## src/frt_pkg.sv

```systemverilog
// constants, register map and field layouts of the free-running timer
// assumes a 32-bit apb slave with byte addresses in the low 8 bits
package frt_pkg;
	localparam int CNT_W = 16;
	localparam logic [7:0] OFS_CNT_HI = 8'h00;
	localparam logic [7:0] OFS_CNT_LO = 8'h04;
	localparam logic [7:0] OFS_ALT_HI = 8'h08;
	localparam logic [7:0] OFS_ALT_LO = 8'h0C;
	localparam logic [7:0] OFS_STATUS = 8'h10;
	localparam logic [7:0] OFS_CTRL1 = 8'h14;
	localparam logic [7:0] OFS_CTRL2 = 8'h18;
	localparam logic [7:0] OFS_CMP1 = 8'h1C;
	localparam logic [7:0] OFS_CMP2 = 8'h20;
	localparam logic [7:0] OFS_CAP2 = 8'h24;
	localparam logic [15:0] CNT_RELOAD = 16'hFFFC;
	localparam logic [15:0] CNT_TOP = 16'hFFFF;
	localparam logic [15:0] CNT_ZERO = 16'h0000;
	localparam logic [15:0] CMP_RST = 16'hFFFF;
	localparam logic [1:0] CS_DIV4 = 2'h0;
	localparam logic [1:0] CS_DIV2 = 2'h1;
	localparam logic [1:0] CS_DIV8 = 2'h2;
	localparam logic [1:0] CS_EXT = 2'h3;
	localparam logic [2:0] DIV2_LAST = 3'h1;
	localparam logic [2:0] DIV4_LAST = 3'h3;
	localparam logic [2:0] DIV8_LAST = 3'h7;
	typedef struct packed {
		logic capture2Flag;
		logic capture1Flag;
		logic compare2Flag;
		logic compare1Flag;
		logic overflowFlag;
	} frt_status_t;
	typedef struct packed {
		logic captureRise2;
		logic captureRise1;
		logic compareIrqEn;
		logic captureIrqEn;
		logic overflowIrqEn;
	} frt_ctrl1_t;
	typedef struct packed {
		logic pwmMode;
		logic onePulseMode;
		logic level2;
		logic level1;
		logic [1:0] clockSel;
	} frt_ctrl2_t;
	typedef struct packed {
		logic extClk;
		logic capture2;
		logic capture1;
	} frt_pins_t;
	localparam frt_status_t STATUS_RST = 5'h00;
	localparam frt_ctrl1_t CTRL1_RST = 5'h18;
	localparam frt_ctrl2_t CTRL2_RST = 6'h00;
endpackage

```

## src/frt_timer.sv

```systemverilog
// free-running 16-bit timer with byte views, compare pin and capture
// assumes apb master on core_clk; pins are asynchronous to core_clk
// Functional notes
// - sixteen-bit free up-counter seen as high and low byte registers
// - normal and alternate byte views always show the same count
// - writing either low byte register forces the count to FFFCh
// - reset value is FFFCh, the only value hardware ever loads
// - count clock is cpu clock over 2, 4, 8 or external clock
// - software reads high first; that read buffers the low byte
// - buffered low byte frozen until low read, despite repeated high reads
// - low read without preceding high read returns the live low byte
// - overflow flag sets when count wraps FFFFh to 0000h, any mode
// - overflow irq only when enabled and cpu mask clear, else pending
// - overflow clear: status read while set, then count_low access
// - alternate low byte accesses never clear the overflow flag
// - timer keeps counting normally during wait mode
// - halt stops the count; interrupt wake resumes, reset restarts
// - one-pulse: on compare1 match drive level1 onto compare1 pin
// - pulse period is compare1 times prescale plus five cycles; code gives (compare1 + 4) times prescale plus one
// - one-pulse never sets compare1 flag; compare2 may still interrupt
// - with pwm and one-pulse both set only pwm operates
// - equal level1 and level2 give a steady compare1 pin
// - one-pulse: capture1 edge restarts count, capture2 still captures
// - one-pulse: compare2 flags elapsed time but drives no waveform
//
// Implementation choices: the address map and the APB slave port.
`timescale 1ns/100ps
module frt_timer (
	input wire logic core_clk,
	input wire logic rst_n,
	input wire logic clkEn,
	input wire logic psel,
	input wire logic penable,
	input wire logic pwrite,
	input wire logic [7:0] paddr,
	input wire logic [31:0] pwdata,
	output logic [31:0] prdata,
	output logic pready,
	output logic pslverr,
	input wire frt_pkg::frt_pins_t pinsIn,
	input wire logic cpuIrqMask,
	input wire logic haltMode,
	output logic compare1Pin,
	output logic timerIrq
);
	frt_pkg::frt_pins_t syncA_q, syncB_q, prev_q, rise, fall;
	frt_pkg::frt_status_t status_q, stSet, stClr;
	frt_pkg::frt_ctrl1_t ctrl1_q;
	frt_pkg::frt_ctrl2_t ctrl2_q;
	logic [15:0] cnt_q, cmp1_q, cmp2_q, cap2_q;
	logic [2:0] div_q, divLast;
	logic [7:0] lowBuf_q, snapLo_q;
	logic [31:0] rdVal, prdata_q;
	logic bufValid_q, armed_q, newCnt_q, pready_q, pslverr_q;
	logic compare1Pin_q, timerIrq_q, rdErr;
	logic acc, done, rd, wr, selHi, selLo, selCntLo;
	logic tick, step, load, ovfEvt, cmp1Hit, cmp2Hit;
	logic cap1Edge, cap2Edge, opmOn, pwmOn;

	// edge logic looks only at the second stage and its delayed copy prev_q
	always_ff @(posedge core_clk) begin
		if (!rst_n) begin
			syncA_q <= '0;
			syncB_q <= '0;
			prev_q <= '0;
		end else if (clkEn) begin
			syncA_q <= pinsIn;
			syncB_q <= syncA_q;
			prev_q <= syncB_q;
		end
	end
	assign rise = syncB_q & ~prev_q;
	assign fall = ~syncB_q & prev_q;
	assign cap1Edge = ctrl1_q.captureRise1 ? rise.capture1 : fall.capture1;
	assign cap2Edge = ctrl1_q.captureRise2 ? rise.capture2 : fall.capture2;

	assign pwmOn = ctrl2_q.pwmMode;
	assign opmOn = ctrl2_q.onePulseMode & ~ctrl2_q.pwmMode;

	// bus effects happen at the edge where the master sees pready
	assign acc = psel & penable & ~pready_q;
	assign done = psel & penable & pready_q;
	assign rd = done & ~pwrite;
	assign wr = done & pwrite;
	assign selHi = (paddr == frt_pkg::OFS_CNT_HI) ||
		(paddr == frt_pkg::OFS_ALT_HI);
	assign selCntLo = paddr == frt_pkg::OFS_CNT_LO;
	assign selLo = selCntLo || (paddr == frt_pkg::OFS_ALT_LO);

	always_comb begin
		case (ctrl2_q.clockSel)
			frt_pkg::CS_DIV4: divLast = frt_pkg::DIV4_LAST;
			frt_pkg::CS_DIV2: divLast = frt_pkg::DIV2_LAST;
			frt_pkg::CS_DIV8: divLast = frt_pkg::DIV8_LAST;
			default: divLast = frt_pkg::DIV8_LAST;
		endcase
	end
	assign tick = (ctrl2_q.clockSel == frt_pkg::CS_EXT) ? rise.extClk :
		(div_q >= divLast);
	// wait mode has no input here: nothing but halt and clkEn gate stepping
	assign step = tick & ~haltMode;
	assign load = (wr & selLo) | (opmOn & cap1Edge) |
		(pwmOn & cmp2Hit);
	assign ovfEvt = step & ~load & (cnt_q == frt_pkg::CNT_TOP);
	assign cmp1Hit = newCnt_q & (cnt_q == cmp1_q);
	assign cmp2Hit = newCnt_q & (cnt_q == cmp2_q);

	// restarting the divider on a load makes the pulse length repeatable
	// wrap at or past the last count so a prescaler change never runs long
	always_ff @(posedge core_clk) begin
		if (!rst_n) begin
			div_q <= '0;
		end else if (clkEn) begin
			if (load) begin
				div_q <= '0;
			end else if (!haltMode) begin
				div_q <= (div_q >= divLast) ? 3'h0 : div_q + 3'h1;
			end
		end
	end

	always_ff @(posedge core_clk) begin
		if (!rst_n) begin
			cnt_q <= frt_pkg::CNT_RELOAD;
			newCnt_q <= 1'b0;
		end else if (clkEn) begin
			newCnt_q <= load | step;
			if (load) begin
				cnt_q <= frt_pkg::CNT_RELOAD;
			end else if (step) begin
				cnt_q <= cnt_q + 16'h0001;
			end
		end
	end

	// pin: restart edge drives level2, compare1 match drives level1
	always_ff @(posedge core_clk) begin
		if (!rst_n) begin
			compare1Pin_q <= 1'b0;
		end else if (clkEn) begin
			if ((opmOn & cap1Edge) | (pwmOn & cmp2Hit)) begin
				compare1Pin_q <= ctrl2_q.level2;
			end else if (cmp1Hit) begin
				compare1Pin_q <= ctrl2_q.level1;
			end
		end
	end

	always_comb begin
		stSet = '0;
		stSet.overflowFlag = ovfEvt;
		stSet.compare1Flag = cmp1Hit & ~opmOn;
		stSet.compare2Flag = cmp2Hit;
		stSet.capture1Flag = cap1Edge;
		stSet.capture2Flag = cap2Edge;
		stClr = '0;
		if (wr && paddr == frt_pkg::OFS_STATUS) begin
			stClr = pwdata[$bits(frt_pkg::frt_status_t)-1:0];
		end
		// only the two-step sequence clears overflow
		stClr.overflowFlag = armed_q & done & selCntLo;
	end

	// set wins over clear in the same cycle
	always_ff @(posedge core_clk) begin
		if (!rst_n) begin
			status_q <= frt_pkg::STATUS_RST;
		end else if (clkEn) begin
			status_q <= (status_q & ~stClr) | stSet;
		end
	end

	always_ff @(posedge core_clk) begin
		if (!rst_n) begin
			armed_q <= 1'b0;
		end else if (clkEn) begin
			if (stClr.overflowFlag) begin
				armed_q <= 1'b0;
			end else if (rd && paddr == frt_pkg::OFS_STATUS &&
				status_q.overflowFlag) begin
				armed_q <= 1'b1;
			end
		end
	end

	always_ff @(posedge core_clk) begin
		if (!rst_n) begin
			cap2_q <= '0;
		end else if (clkEn && cap2Edge) begin
			cap2_q <= cnt_q;
		end
	end

	// snapshot taken with the high byte data so both halves match
	always_ff @(posedge core_clk) begin
		if (!rst_n) begin
			snapLo_q <= '0;
			lowBuf_q <= '0;
			bufValid_q <= 1'b0;
		end else if (clkEn) begin
			if (acc) begin
				snapLo_q <= cnt_q[7:0];
			end
			if (rd && selHi && !bufValid_q) begin
				lowBuf_q <= snapLo_q;
				bufValid_q <= 1'b1;
			end else if (rd && selLo) begin
				bufValid_q <= 1'b0;
			end
		end
	end

	always_ff @(posedge core_clk) begin
		if (!rst_n) begin
			ctrl1_q <= frt_pkg::CTRL1_RST;
			ctrl2_q <= frt_pkg::CTRL2_RST;
			cmp1_q <= frt_pkg::CMP_RST;
			cmp2_q <= frt_pkg::CMP_RST;
		end else if (clkEn && wr) begin
			case (paddr)
				frt_pkg::OFS_CTRL1:
					ctrl1_q <= pwdata[$bits(frt_pkg::frt_ctrl1_t)-1:0];
				frt_pkg::OFS_CTRL2:
					ctrl2_q <= pwdata[$bits(frt_pkg::frt_ctrl2_t)-1:0];
				frt_pkg::OFS_CMP1: cmp1_q <= pwdata[15:0];
				frt_pkg::OFS_CMP2: cmp2_q <= pwdata[15:0];
				default: ;
			endcase
		end
	end

	// low read while a high read is pending returns the buffer
	always_comb begin
		rdVal = '0;
		rdErr = 1'b0;
		case (paddr)
			frt_pkg::OFS_CNT_HI, frt_pkg::OFS_ALT_HI:
				rdVal[7:0] = cnt_q[15:8];
			frt_pkg::OFS_CNT_LO, frt_pkg::OFS_ALT_LO:
				rdVal[7:0] = bufValid_q ? lowBuf_q : cnt_q[7:0];
			frt_pkg::OFS_STATUS:
				rdVal[$bits(frt_pkg::frt_status_t)-1:0] = status_q;
			frt_pkg::OFS_CTRL1:
				rdVal[$bits(frt_pkg::frt_ctrl1_t)-1:0] = ctrl1_q;
			frt_pkg::OFS_CTRL2:
				rdVal[$bits(frt_pkg::frt_ctrl2_t)-1:0] = ctrl2_q;
			frt_pkg::OFS_CMP1: rdVal[15:0] = cmp1_q;
			frt_pkg::OFS_CMP2: rdVal[15:0] = cmp2_q;
			frt_pkg::OFS_CAP2: rdVal[15:0] = cap2_q;
			default: rdErr = 1'b1;
		endcase
	end

	// one wait state: pready is registered so prdata comes from a flop
	always_ff @(posedge core_clk) begin
		if (!rst_n) begin
			pready_q <= 1'b0;
			prdata_q <= '0;
			pslverr_q <= 1'b0;
		end else if (clkEn) begin
			pready_q <= acc;
			if (acc) begin
				prdata_q <= pwrite ? 32'h00000000 : rdVal;
				pslverr_q <= rdErr;
			end
		end
	end

	// flags are sticky, so a masked request stays pending
	always_ff @(posedge core_clk) begin
		if (!rst_n) begin
			timerIrq_q <= 1'b0;
		end else if (clkEn) begin
			timerIrq_q <= ~cpuIrqMask & (
				(status_q.overflowFlag & ctrl1_q.overflowIrqEn) |
				((status_q.capture1Flag | status_q.capture2Flag) &
				ctrl1_q.captureIrqEn) |
				((status_q.compare1Flag | status_q.compare2Flag) &
				ctrl1_q.compareIrqEn));
		end
	end

	assign prdata = prdata_q;
	assign pready = pready_q;
	assign pslverr = pslverr_q;
	assign compare1Pin = compare1Pin_q;
	assign timerIrq = timerIrq_q;
endmodule

```

## config.mk

```make
export PLATFORM = sky130hd
export DESIGN_NAME = frt_timer
export DESIGN_NICKNAME = d
export VERILOG_FILES = /design/src/frt_pkg.sv /design/src/frt_timer.sv
export SDC_FILE = /design/constraint.sdc
export NUM_CORES = 1
export LEC_CHECK = 0
export BUFFER_PORTS_ARGS = -buffer_cell sky130_fd_sc_hd__buf_2
export CORE_MARGIN = 2
export CORE_UTILIZATION = 58
export CTS_CLUSTER_SIZE = 30
export DETAILED_ROUTE_END_ITERATION = 6
export HOLD_SLACK_MARGIN = 0.15
export PLACE_DENSITY = 0.8
export SETUP_SLACK_MARGIN = 0.1
export SKIP_CTS_REPAIR_TIMING = 1
export SYNTH_ARGS = -nofsm -noshare
export SYNTH_HDL_FRONTEND = slang
export SYNTH_SLANG_ARGS = --single-unit
```

## constraint.sdc

```tcl
create_clock -name core_clk -period 3.4 [get_ports core_clk]
set_clock_uncertainty 0.2 [all_clocks]
set_input_delay 0.51 -clock core_clk [delete_from_list [all_inputs] [get_ports core_clk]]
set_output_delay 0.51 -clock core_clk [all_outputs]
set_load 0.01 [all_outputs]
```

Yosys cells after proc, flatten, opt, wreduce, memory -nomap -nowiden

Cells that the tools add are included.

Logic and storage cells: 154
Output and inout port bits: 36
Bits in latches: 0
Memories: 0
Bits in registers: 147
RAM bits: 0
Memory bits (read-only): 0

Reductions and logical operators: 31
Add/sub/neg operators: 2
Muxes and demuxes: 23
Multiply operators: 0
Eq/ne operators: 15
Magnitude comparators: 1
Div/mod/pow operators: 0
Shift operators: 0
Bitwise logic cells: 43

Operators by type and width:

| kind                  | number |
|---|---|
| $mux 16               | 3 |
| $pmux 5 s8            | 1 |
| $eq 16x16->1          | 2 |
| $eq 8x5->1 const B    | 4 |
| $pmux 8 s3            | 1 |
| $reduce_and 2->1      | 11 |
| $and 1x1->1           | 21 |
| $add 16x1->16 const B | 1 |
| $eq 16x16->1 const B  | 1 |
| $eq 8x4->1 const B    | 2 |
| $eq 8x6->1 const B    | 2 |
| $mux 1                | 10 |
| $pmux 2 s5            | 1 |
| $reduce_or 10->1      | 1 |
| $mux 3                | 3 |
| $eq 8x3->1 const B    | 1 |
| $logic_and 1x1->1     | 8 |
| $logic_not 8->1       | 1 |
| $mux 8                | 1 |
| $or 1x1->1            | 8 |
| $reduce_bool 2->1     | 4 |
| $not 1->1             | 7 |
| $pmux 1 s6            | 1 |
| $pmux 3 s2            | 1 |
| 17 further kinds      | 19 |

Depth between registers and ports, before layout

Word-level depth: 10
Depth in mapped cells: 9
Mapped depth without buffers: 8

Worst setup path after synthesis

No wires, ideal clock.

Kind: reg-to-reg
Start: register ctrl2_q[0] (netlist name)
End: register cnt_q[5]
Required time: 3.116 ns
Stages on the path, launching flop included: 9
Data arrival time: 2.060 ns
Period minus slack after synthesis: 2.344 ns
Setup slack: 1.056 ns
Cell sequence: dfxtp_1 > nor2b_1 > ha_1 > a21o_1 > a311oi_2 > nand2b_1 > nor2_1 > and3_1 > o31ai_2

Longest elaborated chain between the ends: 7

RTL lines:

| what                                                 | RTL line         | RTL |
|---|---|---|
| from (decl)                                          | frt_timer.sv:49  | `frt_pkg::frt_ctrl2_t ctrl2_q;` |
| from (signal assigned)                               | frt_timer.sv:216 | `ctrl2_q <= frt_pkg::CTRL2_RST;` |
| from (signal assigned)                               | frt_timer.sv:224 | `ctrl2_q <= pwdata[$bits(frt_pkg::frt_ctrl2_t)-1:0];` |
| $eq 2x1->1 / $logic_not 2->1 (equally long branches) | frt_timer.sv:91  | `case (ctrl2_q.clockSel)` |
| $pmux 3 s2                                           | frt_timer.sv:91  |  |
| $ge 3x3->1                                           | frt_timer.sv:99  | `(div_q >= divLast);` |
| $mux 1 *                                             | frt_timer.sv:98  | `assign tick = (ctrl2_q.clockSel == frt_pkg::CS_EXT) ? rise.extClk :` |
| $and 1x1->1 *                                        | frt_timer.sv:101 | `assign step = tick & ~haltMode;` |
| $reduce_bool 2->1 (no source line) *                 | -                |  |
| $reduce_and 2->1 (no source line) *                  | -                |  |
| to (signal assigned)                                 | frt_timer.sv:124 | `cnt_q <= frt_pkg::CNT_RELOAD;` |
| to (signal assigned)                                 | frt_timer.sv:129 | `cnt_q <= frt_pkg::CNT_RELOAD;` |
| to (signal assigned)                                 | frt_timer.sv:131 | `cnt_q <= cnt_q + 16'h0001;` |
| to (decl)                                            | frt_timer.sv:50  | `logic [15:0] cnt_q, cmp1_q, cmp2_q, cap2_q;` |

Every way passes the cells marked *; elsewhere a longest branch is shown, timed or not.
A chain may end at the register's enable or synchronous reset.

Worst setup path after layout

Start: register ctrl2_q[0] (netlist name)
End: register cnt_q[4]

Same word-level chain as after synthesis.

==> results.toml <==
[drt]
wl_per_cell_um = 19.5
dr_total_vias = 6211
vias_per_cell = 6.29
drt_first_iter_violations = 839
route.detailed.drc = 20
wl_mm = 19.3
drt_pre_antenna_iters = 7
antenna_left = 0

[cells_and_area]
mostFrequentLayoutCells = "dfxtp_1, nand2_1, nor2_1"
nFillCells = 898
drive_above_1_share_pct = 16.9
diodes = 0
multi_input_area_um2 = 3700
syn_to_final_growth_pct = 13.3
utilization_pct = 67.1
stdcell_count = 987
final_common_cell = "dfxtp_1"
nets = 886
regArea_um2 = 2620

[place]
port_buffers = 54
place_congestion = 0.918
placed_cells = 951
dp_hpwl_mm = 12.9

[floorplanning]
die_area_um2 = 12500
floorplan.initialDensity_pct = 59.2
die_h_um = 112
die_x_um = 112
coreArea_um2 = 11400
boundaryPins = 87
rows = 39

[sta]
tightest_slew_ns = 0.785
whs_ns = 0.123
finalSetupViolations = 0
fin_crit_ns = 2.79
period_share_pct = 82.0
drv_slew = 0
fin_setup_tns_ns = 0
rsz0062_at_grt = "no"
final_hold_viol_count = 0
max_clock_freq_ghz = 0.358
maxSlewHeadroom_pct = 47.5

[yosys]
synth_edf_count = 0
syn_area_um2 = 6730
async_flop_share_pct = 0
synth_flop_cell = "dfxtp_1"
avgSynthCellArea_um2 = 8.53
ys_warn_count = 0
ys_seq_area_share_pct = 39.0
synthCells = 789
ys_types = 80
yosys_register_bits = 131

[clock_network]
cts_buffers = 17
clk_path_buf_depth = 2
htreeDepth = 4
clk_pin_slew_worst_paths_ns = 0.06
clkSinkCount = 131
insertion_delay_ns = 0.42
cts_root_buf = "clkbuf_16"
cts_tree = "built"

[global_route]
antenna_found_initial = 0
grt.total_usage_pct = 30.8
grt-ovfl-total = 0
grt_pass1_wl_mm = 30.5
grt_max_degree = 64
grt_pass1_vias = 6002

[setup_path]
path_cells = "nor2b_1 > ha_1 > a21o_1 > a311oi_2 > nand2b_1 > nor2_1 > and3_1 > a221oi_2"
cpMaxStageDelayCell = "a311oi_2"
crit_path_end_kind = "flip-flop"
cp.required_ns = 3.54
arrival_ns = 2.93
worstSetupStartpointType = "flip-flop"
cp_max_fo = 9
cp_slowest_stage_delay_ns = 0.63
path_class = "flip-flop to flip-flop"

[min_path]
hp-class = "input pin to flip-flop"

[power_and_ir_drop]
p_per_area_nw_per_um2 = 492
p_leak_nw = 3.30
ir_drop_uv = 502

[outcome]
violations = "design-rule violations"
status = "finished with violations"

[flow_run]
cap_violations = 0
==> cells by family (layout without fill, tap and decap cells) <==
logic type | Yosys count | in the layout | share of synthesized area (%)
adders and majority gates | 4 | 4 | 0.744
DFF | 131 | 131 | 39.0
xor gates and xnor gates | 32 | 32 | 4.16
buffers and inverters | 75 | 115 | 6.95
other | 1 | 16 | 0.0557
AOI/OAI and AO/OA | 126 | 126 | 14.0
and+or+nand+nor | 368 | 368 | 27.3
muxes | 52 | 52 | 7.75
==> state kept, by name, indices dropped and copies added, names as in the netlist, 5 cells and up <==
| signal | cells |
|---|---|
| cap2_q | 16 |
| cmp1_q | 16 |
| cmp2_q | 16 |
| cnt_q | 16 |
| ctrl1_q | 5 |
| ctrl2_q | 5 |
| lowBuf_q | 8 |
| prdata | 16 |
| snapLo_q | 8 |
| status_q | 5 |
==> worst max-delay path, delay by kind of cell (launching register included) <==
| family | cells | cell delay [ns] |
|---|---|---|
| fa+ha+maj | 1 | 0.24 |
| compound gates | 3 | 1.04 |
| simple gates | 4 | 0.80 |
| flops | 1 | 0.41 |
==> per-layer routing <==
metal / share of wire [%] / up-vias / track usage [%] / routed length, um
met5: 0 / - / 0 / 0
met4: 4.1 / 0 / 16.0 / 800
met3: 9.6 / 71 / 6.53 / 1850
met2: 48 / 409 / 49.8 / 9240
met1: 38 / 2889 / 39.0 / 7410
li1: - / 2842 / - / -
==> where the power goes <==
group | switching, W | internal, W
Clock | 0.000696 | 0.00132
Sequential | 0.0000109 | 0.00155
Combinational | 0.000116 | 0.0000572
Total | 0.000823 | 0.00293
==> through the flow <==
stage	worst slack (ns)	power, W	cell area [um2]
floorplan	1.06	0.00171	6790
global placement	0.778	0.00175	6940
detailed placement	0.640	0.00176	6940
CTS	0.624	0.00375	7590
global route	0.445	0.00383	7630
finish	0.610	0.00375	7630
==> path summary, 6_finish.rpt <==
path,start,end,slack (ns),cells past startpoint
setup / recovery,ctrl2_q[0]$_SDFFE_PN0P_,cnt_q[4]$_SDFFE_PN1P_,0.61,8
hold reg to reg,prdata[6]$_SDFFE_PN0P_,prdata[6]$_SDFFE_PN0P_,0.25,2
hold / removal,pinsIn[2],syncA_q[2]$_SDFFE_PN0P_,0.12,3
setup reg to reg,ctrl2_q[0]$_SDFFE_PN0P_,cnt_q[4]$_SDFFE_PN1P_,0.61,8
==> layout make-up <==
class / count / area share (%)
clock buffers: 19 / 5.81
repair buffers: 78 / 6.04
flip-flops and latches: 131 / 34.4
well taps: 143 / 2.35
multi-input cells: 598 / 48.5
inverters: 5 / 0.246
clock inverters: 13 / 2.71
==> synthesized netlist by cell type, types with 3 or more instances <==
master    count  share of area, %
a22o_1       10               1.3
ha_1          4              0.74
and3_1       12               1.1
buf_2        13              0.97
a21o_1        3              0.33
nor4_2        3              0.56
o22ai_1       3              0.28
clkbuf_8      4              0.82
xor2_1       18               2.3
nor3_2        4              0.59
nor2_1       85               4.7
a211oi_1      8              0.89
a22oi_1       3              0.33
nand3_1      51               3.8
nand2_1     130               7.3
o31ai_2       4              0.74
inv_1         4              0.22
buf_6         7               1.2
a31oi_1       5              0.46
clkbuf_1     24               1.3
o21ai_0       8              0.59
buf_4        19               2.1
a222oi_1     14               2.1
nor2b_1       4              0.37
mux2i_1      51               7.6
nand4_1      11               1.0
and4_1        3              0.39
o21ai_1      16               1.2
nand2b_1      6              0.56
nor3_1       15               1.1
a221oi_1      4              0.52
and2_1       10              0.93
a21oi_1      29               2.2
nor4_1        4              0.37
dfxtp_1     131                39
xnor2_1      14               1.8
(Power assumes the default switching activity.)
